--- src/tx_coding_defines.vh ---
// Constants for the 100 Mb/s transmit coding path and its management slave
//
// Function
// RL1 - MAC presents one 4-bit transmit nibble per transmit clock.
// RL2 - Each data nibble maps to one of sixteen 5-bit data code groups.
// RL3 - First two preamble nibbles are replaced by the J then K delimiter.
// RL4 - Later preamble and data nibbles become code groups in arrival order.
// RL5 - Dropping transmit enable appends the T then R delimiter pair.
// RL6 - Idle code groups fill every gap until the next packet.
// RL7 - Code groups are serialized, scrambled, NRZI coded, then MLT-3 coded.
// RL8 - Odd nibble count with forwarding on adds one error nibble before the end.
// RL9 - Bit 1 of switch_config_two turns forwarding off; no padding then.
// RL10 - MLT-3 changes level for a one and holds level for a zero.
// RL11 - Scrambler seed is derived from the management address.
// RL12 - Transmit error during enable replaces the nibble with the error symbol.
// RL13 - NRZI toggles for each scrambled one, holds for each zero.
`ifndef TX_CODING_DEFINES_VH
`define TX_CODING_DEFINES_VH

// Register map
`define SWITCH_CONFIG_TWO_ADDR 5'h0a
`define SWITCH_CONFIG_TWO_RESET 16'h0000
`define FWD_DISABLE_BIT 1

// Management frame fields
`define MGMT_OP_READ 2'h2
`define MGMT_OP_WRITE 2'h1
`define MGMT_DATA_BITS 5'h10

// Control code groups
`define CG_IDLE 5'h1f
`define CG_J 5'h18
`define CG_K 5'h11
`define CG_T 5'h0d
`define CG_R 5'h07
`define CG_H 5'h04

// Scrambler
`define SCR_WIDTH 11
`define SCR_TAP_HI 10
`define SCR_TAP_LO 8

// Line levels of the MLT-3 output
`define LVL_ZERO 2'h0
`define LVL_PLUS 2'h1
`define LVL_MINUS 2'h3

`endif

--- src/line_coder.v ---
// Scrambler, NRZI and MLT-3 stages, five code bits per clock
`timescale 1ns/1ps
`include "tx_coding_defines.vh"
module line_coder (
    input wire clock_in,
    input wire reset_in,
    input wire [`SCR_WIDTH-1:0] seed_in,
    input wire [4:0] code_group_in,
    output reg [4:0] nrzi_bits_out,
    output reg [9:0] line_levels_out
);
    reg [`SCR_WIDTH-1:0] lfsr_reg;
    reg [`SCR_WIDTH-1:0] lfsr_next;
    reg nrzi_reg;
    reg nrzi_next;
    reg [1:0] level_reg;
    reg [1:0] level_next;
    reg last_nonzero_reg;
    reg last_nonzero_next;
    reg [4:0] nrzi_bits_next;
    reg [9:0] levels_next;
    reg feedback;
    reg scrambled;
    integer i;

    // Bit 4 of the code group goes on the line first
    always @* begin
        lfsr_next = lfsr_reg;
        nrzi_next = nrzi_reg;
        level_next = level_reg;
        last_nonzero_next = last_nonzero_reg;
        nrzi_bits_next = 5'h00;
        levels_next = 10'h000;
        feedback = 1'b0;
        scrambled = 1'b0;
        for (i = 4; i >= 0; i = i - 1) begin
            feedback = lfsr_next[`SCR_TAP_HI] ^ lfsr_next[`SCR_TAP_LO];
            scrambled = code_group_in[i] ^ feedback; // RL7
            lfsr_next = {lfsr_next[`SCR_WIDTH-2:0], feedback};
            nrzi_next = nrzi_next ^ scrambled; // RL13
            if (nrzi_next) begin
                if (level_next != `LVL_ZERO) begin // RL10
                    last_nonzero_next = (level_next == `LVL_PLUS);
                    level_next = `LVL_ZERO;
                end else begin
                    level_next = last_nonzero_next ? `LVL_MINUS : `LVL_PLUS;
                end
            end
            nrzi_bits_next[i] = nrzi_next;
            levels_next[2*i+1 -: 2] = level_next;
        end
    end

    always @(posedge clock_in) begin
        if (reset_in) begin
            lfsr_reg <= seed_in; // RL11
            nrzi_reg <= 1'b0;
            level_reg <= `LVL_ZERO;
            last_nonzero_reg <= 1'b0;
            nrzi_bits_out <= 5'h00;
            line_levels_out <= 10'h000;
        end else begin
            lfsr_reg <= lfsr_next;
            nrzi_reg <= nrzi_next;
            level_reg <= level_next;
            last_nonzero_reg <= last_nonzero_next;
            nrzi_bits_out <= nrzi_bits_next;
            line_levels_out <= levels_next;
        end
    end
endmodule

--- src/tx_coding_path.v ---
// Transmit coding path: MII encoder, management slave and line coder
`timescale 1ns/1ps
`include "tx_coding_defines.vh"
module tx_coding_path (
    input wire clock_in,
    input wire reset_in,
    input wire tx_en_in,
    input wire tx_er_in,
    input wire [3:0] txd_in,
    input wire [4:0] phy_address_in,
    input wire mdc_in,
    input wire mdio_in,
    output reg mdio_out,
    output reg mdio_oe_out,
    output reg [4:0] code_group_out,
    output wire [4:0] nrzi_bits_out,
    output wire [9:0] line_levels_out
);
    localparam ST_IDLE = 3'h0;
    localparam ST_SSD_K = 3'h1;
    localparam ST_DATA = 3'h2;
    localparam ST_ESD_T = 3'h3;
    localparam ST_ESD_R = 3'h4;

    localparam M_IDLE = 3'h0;
    localparam M_START = 3'h1;
    localparam M_HEAD = 3'h2;
    localparam M_TA = 3'h3;
    localparam M_DATA = 3'h4;

    // Data code group of one nibble
    function [4:0] encode_nibble;
        input [3:0] nib;
        begin
            case (nib)
                4'h0: encode_nibble = 5'h1e;
                4'h1: encode_nibble = 5'h09;
                4'h2: encode_nibble = 5'h14;
                4'h3: encode_nibble = 5'h15;
                4'h4: encode_nibble = 5'h0a;
                4'h5: encode_nibble = 5'h0b;
                4'h6: encode_nibble = 5'h0e;
                4'h7: encode_nibble = 5'h0f;
                4'h8: encode_nibble = 5'h12;
                4'h9: encode_nibble = 5'h13;
                4'ha: encode_nibble = 5'h16;
                4'hb: encode_nibble = 5'h17;
                4'hc: encode_nibble = 5'h1a;
                4'hd: encode_nibble = 5'h1b;
                4'he: encode_nibble = 5'h1c;
                default: encode_nibble = 5'h1d;
            endcase
        end
    endfunction

    reg [2:0] state_reg;
    reg [2:0] state_next;
    reg odd_reg;
    reg odd_next;
    reg [4:0] code_next;
    reg [15:0] switch_config_two_reg;
    wire forward_enable;

    reg [4:0] addr_sync1_reg;
    reg [4:0] addr_sync2_reg;
    reg [4:0] phy_addr_reg;
    reg mdc_sync1_reg;
    reg mdc_sync2_reg;
    reg mdc_prev_reg;
    reg mdio_sync1_reg;
    reg mdio_sync2_reg;
    wire mdc_rise;

    reg [2:0] mstate_reg;
    reg [4:0] mcount_reg;
    reg [11:0] head_reg;
    reg [15:0] mdata_reg;
    reg mdio_prev_reg;
    reg mread_reg;
    reg mselect_reg;

    assign forward_enable = ~switch_config_two_reg[`FWD_DISABLE_BIT]; // RL9

    // Encoder consumes one nibble per clock
    always @* begin
        state_next = state_reg;
        odd_next = odd_reg;
        code_next = `CG_IDLE; // RL6
        case (state_reg)
            ST_IDLE: begin
                if (tx_en_in) begin // RL1
                    code_next = `CG_J; // RL3
                    state_next = ST_SSD_K;
                end
            end
            ST_SSD_K: begin
                code_next = `CG_K; // RL3
                odd_next = 1'b0;
                state_next = ST_DATA;
            end
            ST_DATA: begin
                if (tx_en_in) begin
                    odd_next = ~odd_reg;
                    if (tx_er_in) begin
                        code_next = `CG_H; // RL12
                    end else begin
                        code_next = encode_nibble(txd_in); // RL2 RL4
                    end
                end else if (odd_reg && forward_enable) begin
                    code_next = `CG_H; // RL8
                    state_next = ST_ESD_T;
                end else begin
                    code_next = `CG_T; // RL5
                    state_next = ST_ESD_R;
                end
            end
            ST_ESD_T: begin
                code_next = `CG_T; // RL5
                state_next = ST_ESD_R;
            end
            ST_ESD_R: begin
                code_next = `CG_R; // RL5
                state_next = ST_IDLE;
            end
            default: begin
                state_next = ST_IDLE;
            end
        endcase
    end

    always @(posedge clock_in) begin
        if (reset_in) begin
            state_reg <= ST_IDLE;
            odd_reg <= 1'b0;
            code_group_out <= `CG_IDLE;
        end else begin
            state_reg <= state_next;
            odd_reg <= odd_next;
            code_group_out <= code_next;
        end
    end

    // Address straps and management pins are resynchronized
    always @(posedge clock_in) begin
        addr_sync1_reg <= phy_address_in;
        addr_sync2_reg <= addr_sync1_reg;
        mdc_sync1_reg <= mdc_in;
        mdc_sync2_reg <= mdc_sync1_reg;
        mdio_sync1_reg <= mdio_in;
        mdio_sync2_reg <= mdio_sync1_reg;
    end

    always @(posedge clock_in) begin
        if (reset_in) begin
            phy_addr_reg <= addr_sync2_reg;
            mdc_prev_reg <= 1'b0;
        end else begin
            mdc_prev_reg <= mdc_sync2_reg;
        end
    end

    assign mdc_rise = mdc_sync2_reg & ~mdc_prev_reg;

    // Management frame slave, sampled on MDC rising edges
    always @(posedge clock_in) begin
        if (reset_in) begin
            mstate_reg <= M_IDLE;
            mcount_reg <= 5'h00;
            head_reg <= 12'h000;
            mdata_reg <= 16'h0000;
            mdio_prev_reg <= 1'b1;
            mread_reg <= 1'b0;
            mselect_reg <= 1'b0;
            mdio_out <= 1'b1;
            mdio_oe_out <= 1'b0;
            switch_config_two_reg <= `SWITCH_CONFIG_TWO_RESET;
        end else if (mdc_rise) begin
            mdio_prev_reg <= mdio_sync2_reg;
            case (mstate_reg)
                M_IDLE: begin
                    if (mdio_prev_reg && !mdio_sync2_reg) begin
                        mstate_reg <= M_START;
                    end
                end
                M_START: begin
                    mcount_reg <= 5'h00;
                    mstate_reg <= mdio_sync2_reg ? M_HEAD : M_IDLE;
                end
                M_HEAD: begin
                    head_reg <= {head_reg[10:0], mdio_sync2_reg};
                    mcount_reg <= mcount_reg + 5'h01;
                    if (mcount_reg == 5'h0b) begin
                        mread_reg <= (head_reg[10:9] == `MGMT_OP_READ);
                        mselect_reg <= (head_reg[8:4] == phy_addr_reg);
                        if (head_reg[10:9] != `MGMT_OP_READ &&
                            head_reg[10:9] != `MGMT_OP_WRITE) begin
                            mstate_reg <= M_IDLE;
                        end else begin
                            mstate_reg <= M_TA;
                        end
                        if ({head_reg[3:0], mdio_sync2_reg} == `SWITCH_CONFIG_TWO_ADDR) begin
                            mdata_reg <= switch_config_two_reg;
                        end else begin
                            mdata_reg <= 16'h0000;
                        end
                        head_reg[4:0] <= {head_reg[3:0], mdio_sync2_reg};
                        mcount_reg <= 5'h00;
                    end
                end
                M_TA: begin
                    mcount_reg <= mcount_reg + 5'h01;
                    if (mcount_reg == 5'h00) begin
                        mdio_out <= 1'b0;
                        mdio_oe_out <= mread_reg & mselect_reg;
                    end else begin
                        mcount_reg <= 5'h00;
                        mstate_reg <= M_DATA;
                        mdio_out <= mdata_reg[15];
                    end
                end
                M_DATA: begin
                    mcount_reg <= mcount_reg + 5'h01;
                    if (mread_reg) begin
                        mdata_reg <= {mdata_reg[14:0], 1'b0};
                        mdio_out <= mdata_reg[14];
                    end else begin
                        mdata_reg <= {mdata_reg[14:0], mdio_sync2_reg};
                    end
                    if (mcount_reg == `MGMT_DATA_BITS - 5'h01) begin
                        mstate_reg <= M_IDLE;
                        mdio_oe_out <= 1'b0;
                        mdio_out <= 1'b1;
                        mdio_prev_reg <= 1'b1;
                        if (!mread_reg && mselect_reg &&
                            head_reg[4:0] == `SWITCH_CONFIG_TWO_ADDR) begin
                            switch_config_two_reg <= {mdata_reg[14:0], mdio_sync2_reg}; // RL9
                        end
                    end
                end
                default: begin
                    mstate_reg <= M_IDLE;
                end
            endcase
        end
    end

    line_coder coder (
        .clock_in(clock_in),
        .reset_in(reset_in),
        .seed_in({phy_addr_reg, ~phy_addr_reg, 1'b1}), // RL11
        .code_group_in(code_group_out), // RL7
        .nrzi_bits_out(nrzi_bits_out),
        .line_levels_out(line_levels_out)
    );
endmodule

--- config.mk ---
export PLATFORM = sky130hd
export DESIGN_NAME = tx_coding_path
export DESIGN_NICKNAME = d
export VERILOG_FILES = /design/src/line_coder.v /design/src/tx_coding_path.v
export VERILOG_INCLUDE_DIRS = /design/src /design/src/src
export SDC_FILE = /design/constraint.sdc
export NUM_CORES = 1
export LEC_CHECK = 0
export BUFFER_PORTS_ARGS = -buffer_cell sky130_fd_sc_hd__buf_2
export CAP_MARGIN = 40
export CORE_ASPECT_RATIO = 1.75
export CORE_UTILIZATION = 35
export CTS_CLUSTER_SIZE = 24
export DETAILED_ROUTE_END_ITERATION = 10
export HOLD_SLACK_MARGIN = 0.03
export MAX_ROUTING_LAYER = met4
export PLACE_DENSITY_LB_ADDON = 0.08
export SYNTH_ARGS = -nofsm -noshare
export SYNTH_HDL_FRONTEND = slang
export SYNTH_SLANG_ARGS = --single-unit
export TNS_END_PERCENT = 50
--- constraint.sdc ---
create_clock -name clock_in -period 2.6 [get_ports clock_in]
set_clock_uncertainty 0.2 [all_clocks]
set_input_delay 0.39 -clock clock_in [delete_from_list [all_inputs] [get_ports clock_in]]
set_output_delay 0.39 -clock clock_in [all_outputs]
set_load 0.005 [all_outputs]
Word-level counts from Yosys, hierarchy flattened
Memories as Yosys holds them, arrays and structs flattened. Cells that the tools add are included.

$add $sub $neg: 1. Divide/modulo/power cells: 0. Reduce and logical (&&, ||, !) cells: 29. Muxes and demuxes: 60. Eq/ne operators: 30. $mul: 0. Shifts and indexed selects: 0. Bitwise operators: 21. Order comparisons: 0.

Operators by type and width (count): two-way mux 2 bit (17); two-way mux 16 bit (2); one-hot mux 16 bit (2 select lines) (1); one-hot mux 5 bit (5 select lines) (1); two-way mux 3 bit (8); equality test 5 x 4 -> 1 bit (second input constant) (4); two-way mux 5 bit (4); one-hot mux 5 bit (4 select lines) (1); two-way mux 1 bit (19); inequality test 2 bit (second input constant) (9); nonzero test 2 bit (8); one-hot mux 3 bit (5 select lines) (1); bitwise XOR 1 bit (15); equality test 3 x 2 -> 1 bit (second input constant) (4); one-hot mux 3 bit (4 select lines) (1); two-way mux 11 bit (1); equality test 2 x 1 -> 1 bit (second input constant) (5); AND reduction 3 bit (3); AND reduction 2 bit (4); AND reduction 4 bit (2); equality test 3 x 1 -> 1 bit (second input constant) (2); equality test 3 bit (second input constant) (2); zero test 3 bit (2); one-hot mux 1 bit (2 select lines) (3); 14 further kinds (22).

Bits in latches: 0. Memories: 1. Bits in writable memories: 0. Input bits: 15. Bits in read-only memories: 80. Output and inout port bits: 22. Bits in registers: 115.

Memory list: (no name shown) (words 16, bits a word 5, rd ports 1, clocked after Yosys merged registers in 0, wr ports 0, RTL line tx_coding_path.v:35) `case (nib)`.

Depth between registers and ports, before layout
Depth after elaboration: 16. Gate-level depth with buffers: 10.

Modules after synthesis
A second synthesis with hierarchy kept.

Cell total of the unflattened synthesis: 483. Area, all modules: 4934.7 µm².

Modules (own cells, without submodules): tx_coding_path (area each 3563.4 µm², sequential area each 1751.7 µm², cells an instance 351, times used 1); line_coder (area each 1371.3 µm², sequential area each 540.5 µm², cells an instance 132, times used 1).

Worst setup path after synthesis
OpenSTA, ideal clock, no wires.

Kind: register to register. From: reg mcount_reg[0]. To: reg switch_config_two_reg[10]. Setup time: 0.128 ns. Cell stages (with the launch flop): 9. Arrival time: 2.195 ns. Path slack: 0.077 ns. Data required time: 2.272 ns. Path through: dfxtp_1 -> ha_1 -> and3_1 -> ha_1 -> and4b_1 -> nand4_1 -> clkbuf_1 -> mux2i_1 -> nor2_1.

Longest elaborated chain between the ends: 2.

Ends and longest elaborated chain: start: declaration (RTL line tx_coding_path.v:75) `reg [4:0] mcount_reg;`; start signal: assignment (RTL line tx_coding_path.v:191) `mcount_reg <= mcount_reg + 5'h01;`; start signal: assignment (RTL line tx_coding_path.v:211) `mcount_reg <= mcount_reg + 5'h01;`; start signal: assignment (RTL line tx_coding_path.v:222) `mcount_reg <= mcount_reg + 5'h01;`; equality test 5 x 4 -> 1 bit (RTL line tx_coding_path.v:229) `` if (mcount_reg == `MGMT_DATA_BITS - 5'h01) begin ``; AND reduction 4 bit (no line); end signal: assignment (RTL line tx_coding_path.v:176) `` switch_config_two_reg <= `SWITCH_CONFIG_TWO_RESET; ``; end signal: assignment (RTL line tx_coding_path.v:236) `switch_config_two_reg <= {mdata_reg[14:0], mdio_sync2_reg};`; end: declaration (RTL line tx_coding_path.v:61) `reg [15:0] switch_config_two_reg;`.

No other way between the ends. A chain may end at the register's enable or synchronous reset.

==> flow_metrics.env <==
export IMPL_end_kind="flop"
export IMPL_antenna_left=0
export IMPL_finalWirelength_um=9690
export IMPL_grt_pass1_wl_um=16400
export IMPL_outcome="completed"
export IMPL_gp_congestion=0.858
export IMPL_drtIter0Drc=96
export IMPL_grt_pass1_vias=3462
export IMPL_fmax_mhz=398
export IMPL_synthMostInstantiatedCell="dfxtp_1"
export IMPL_synth_top_area_frac=0.446
export IMPL_cts_buffers_inserted=9
export IMPL_period_share=0.966
export IMPL_ir_worst_vdd_mv=0.364
export IMPL_portBuffers=36
export IMPL_synth_simple_gate_area_frac=0.161
export IMPL_critPathMaxFanout=6
export IMPL_ys_ff_latch=112
export IMPL_crit_type="reg2reg"
export IMPL_start_util=0.359
export IMPL_nFillCells=1355
export IMPL_max_slew_margin_rel=0.543
export IMPL_antenna_found_initial=0
export IMPL_final_cells=705
export IMPL_synth_area_leaders="dfxtp_1, mux2i_1, nor2_1"
export IMPL_drt_drc_violations_left=0
export IMPL_whs_ns=0.129
export IMPL_synthAdderAreaFrac=0.0104
export IMPL_worst_setup_path_start_kind="flop"
export IMPL_clkSinkCount=112
export IMPL_synth_edff_count=5
export IMPL_root_buffer="clkbuf_16"
export IMPL_place_ws_ns=0.0685
export IMPL_power_leakage_nw=2.19
export IMPL_track_usage=0.149
export IMPL_dp_cells=679
export IMPL_nNetsFinal=545
export IMPL_vias_per_cell=4.86
export IMPL_clk_latency_ns=0.34
export IMPL_grt_overflow=0
export IMPL_grt_max_degree=62
export IMPL_synth_main_ff_cell="dfxtp_1"
export IMPL_final_util=0.419
export IMPL_dieArea_um2=14200
export IMPL_p_per_area_nw_per_um2=854
export IMPL_cts_max_level=3
export IMPL_synth_top_area_cell="dfxtp_1"
export IMPL_wl_per_cell_um=13.8
export IMPL_synthTopCellsByCount="dfxtp_1, nor2_1, mux2i_1"
export IMPL_worstPathArrival_ns=2.52
export IMPL_synth_top_family_by_area="simple AND/OR/NAND/NOR gates"
export IMPL_syn_nets=502
export IMPL_syn_area_per_cell_um2=9.94
export IMPL_areaGrowthSynthToFinish_pct=16.7
export IMPL_setup_viol=0
export IMPL_min_period_ns=2.51
export IMPL_async_flop_share=0
export IMPL_cp_required_ns=2.61
export IMPL_via_count=3424
export IMPL_ios=37
export IMPL_yosys_warnings=0
export IMPL_fin_total_pwr_mw=4.79
export IMPL_finalHoldViolCount=0
export IMPL_layout_drive_gt1_share=0.196
export IMPL_synthMuxAreaShare=0.0831
export IMPL_rows=56
export IMPL_synth_compound_area_frac=0.148
export IMPL_clk_path_buf_depth=2
export IMPL_fp_dieH_um=157
export IMPL_tightest_slew_ns=0.681
export IMPL_synth_xor_area_share=0.0821
export IMPL_synthCells=483
export IMPL_slew_violations=0
export IMPL_setup_ws_ns=0.0881
export IMPL_clk_pin_slew_ns=0.08
export IMPL_die_w_um=90.5
export IMPL_ys_seq_area_frac=0.477
export IMPL_hp_class="reg2reg"
export IMPL_yosysUniqueCellTypes=63
export IMPL_core_area_um2=13400
export IMPL_drv_cap=0
export IMPL_netlist_area_um2=4800
export IMPL_first_pass_iters=4
export IMPL_cts_tree="built"
export IMPL_hpwl_um=6600
export IMPL_antenna_cells=0
==> area by class of cell <==
| type | instances | area (um^2) | share of cell area |
|---|---|---|---|
| Multi-Input combinational cell | 331 | 2360 | 0.421 |
| Sequential cell | 112 | 2290 | 0.409 |
| Timing Repair Buffer | 60 | 405 | 0.0723 |
| Clock buffer | 9 | 225 | 0.0402 |
| Tap cell | 174 | 218 | 0.0388 |
| Clock inverter | 7 | 60.1 | 0.0107 |
| Inverter | 12 | 45.0 | 0.00804 |
==> where the power goes <==
part / internal, mW / total (mW) / switching [mW]
clock: 0.668 / 1.33 / 0.658
combinational: 0.711 / 1.48 / 0.770
sequential: 1.88 / 1.98 / 0.100
==> per-layer routing <==
metal  up-vias  global-route usage  share of wire
li1       1777                   -              -
met1      1591               0.159           0.43
met2        44               0.267           0.53
met3        12              0.0242          0.018
met4         0              0.0699          0.021
met5         -                   -              0
==> critical path: stages, from the launching register on <==
cell       delay (ns)
dfxtp_1          0.34
xnor3_2          0.56
xnor2_4          0.23
buf_4            0.16
o211a_1          0.21
a31oi_2          0.15
a2bb2oi_2        0.29
nand2b_1         0.17
a311oi_2         0.09
==> cell usage in the layout (no fill, tap or decap), types with 8 or more instances in the layout <==
master	synthesis	final
dfxtp_1	107	107
nor2_1	81	80
buf_2	1	35
mux2i_1	32	31
nand2_1	28	28
a21oi_1	26	26
a211oi_1	21	21
buf_4	3	16
a22oi_1	15	15
o21ai_0	14	14
inv_1	12	12
clkbuf_16	0	9
xor2_1	8	8
nor2b_1	8	8
nand3_1	8	8
==> path summary, 6_finish.rpt <==
path,start,endpoint,slack (ns),cells after the start
setup / recovery,coder.nrzi_bits_out[0]$_SDFF_PP0_,coder.line_levels_out[1]$_SDFF_PP0_,0.09,8
hold / removal,addr_sync1_reg[4]$_DFF_P_,addr_sync2_reg[4]$_DFF_P_,0.13,0
setup reg to reg,coder.nrzi_bits_out[0]$_SDFF_PP0_,coder.line_levels_out[1]$_SDFF_PP0_,0.09,8
hold reg to reg,addr_sync1_reg[4]$_DFF_P_,addr_sync2_reg[4]$_DFF_P_,0.13,0
==> logic make-up after synthesis <==
kind of cell,count (synthesis)
AND/OR/NAND/NOR,164
XOR/XNOR,25
AO/OA/AOI/OAI,99
multiplexers,39
adder cells (fa/ha/maj),4
flip-flops,112
buffers and inverters,40
==> through the flow <==
stage               TNS (ns)  cell area, um^2
floorplan                  0             4800
global placement           0             5210
detailed placement         0             5210
CTS                        0             5560
global route         -0.0123             5600
finish                     0             5600
==> timing repair <==
action                                 4_1_cts  5_1_grt
setup endpoints to repair                    0        4
endpoints found under the hold margin        7        0
hold buffers                                 7        0
setup buffers                                0        3
gates resized for setup                      0        5
Note: power is estimated with default switching activity, not from simulation.
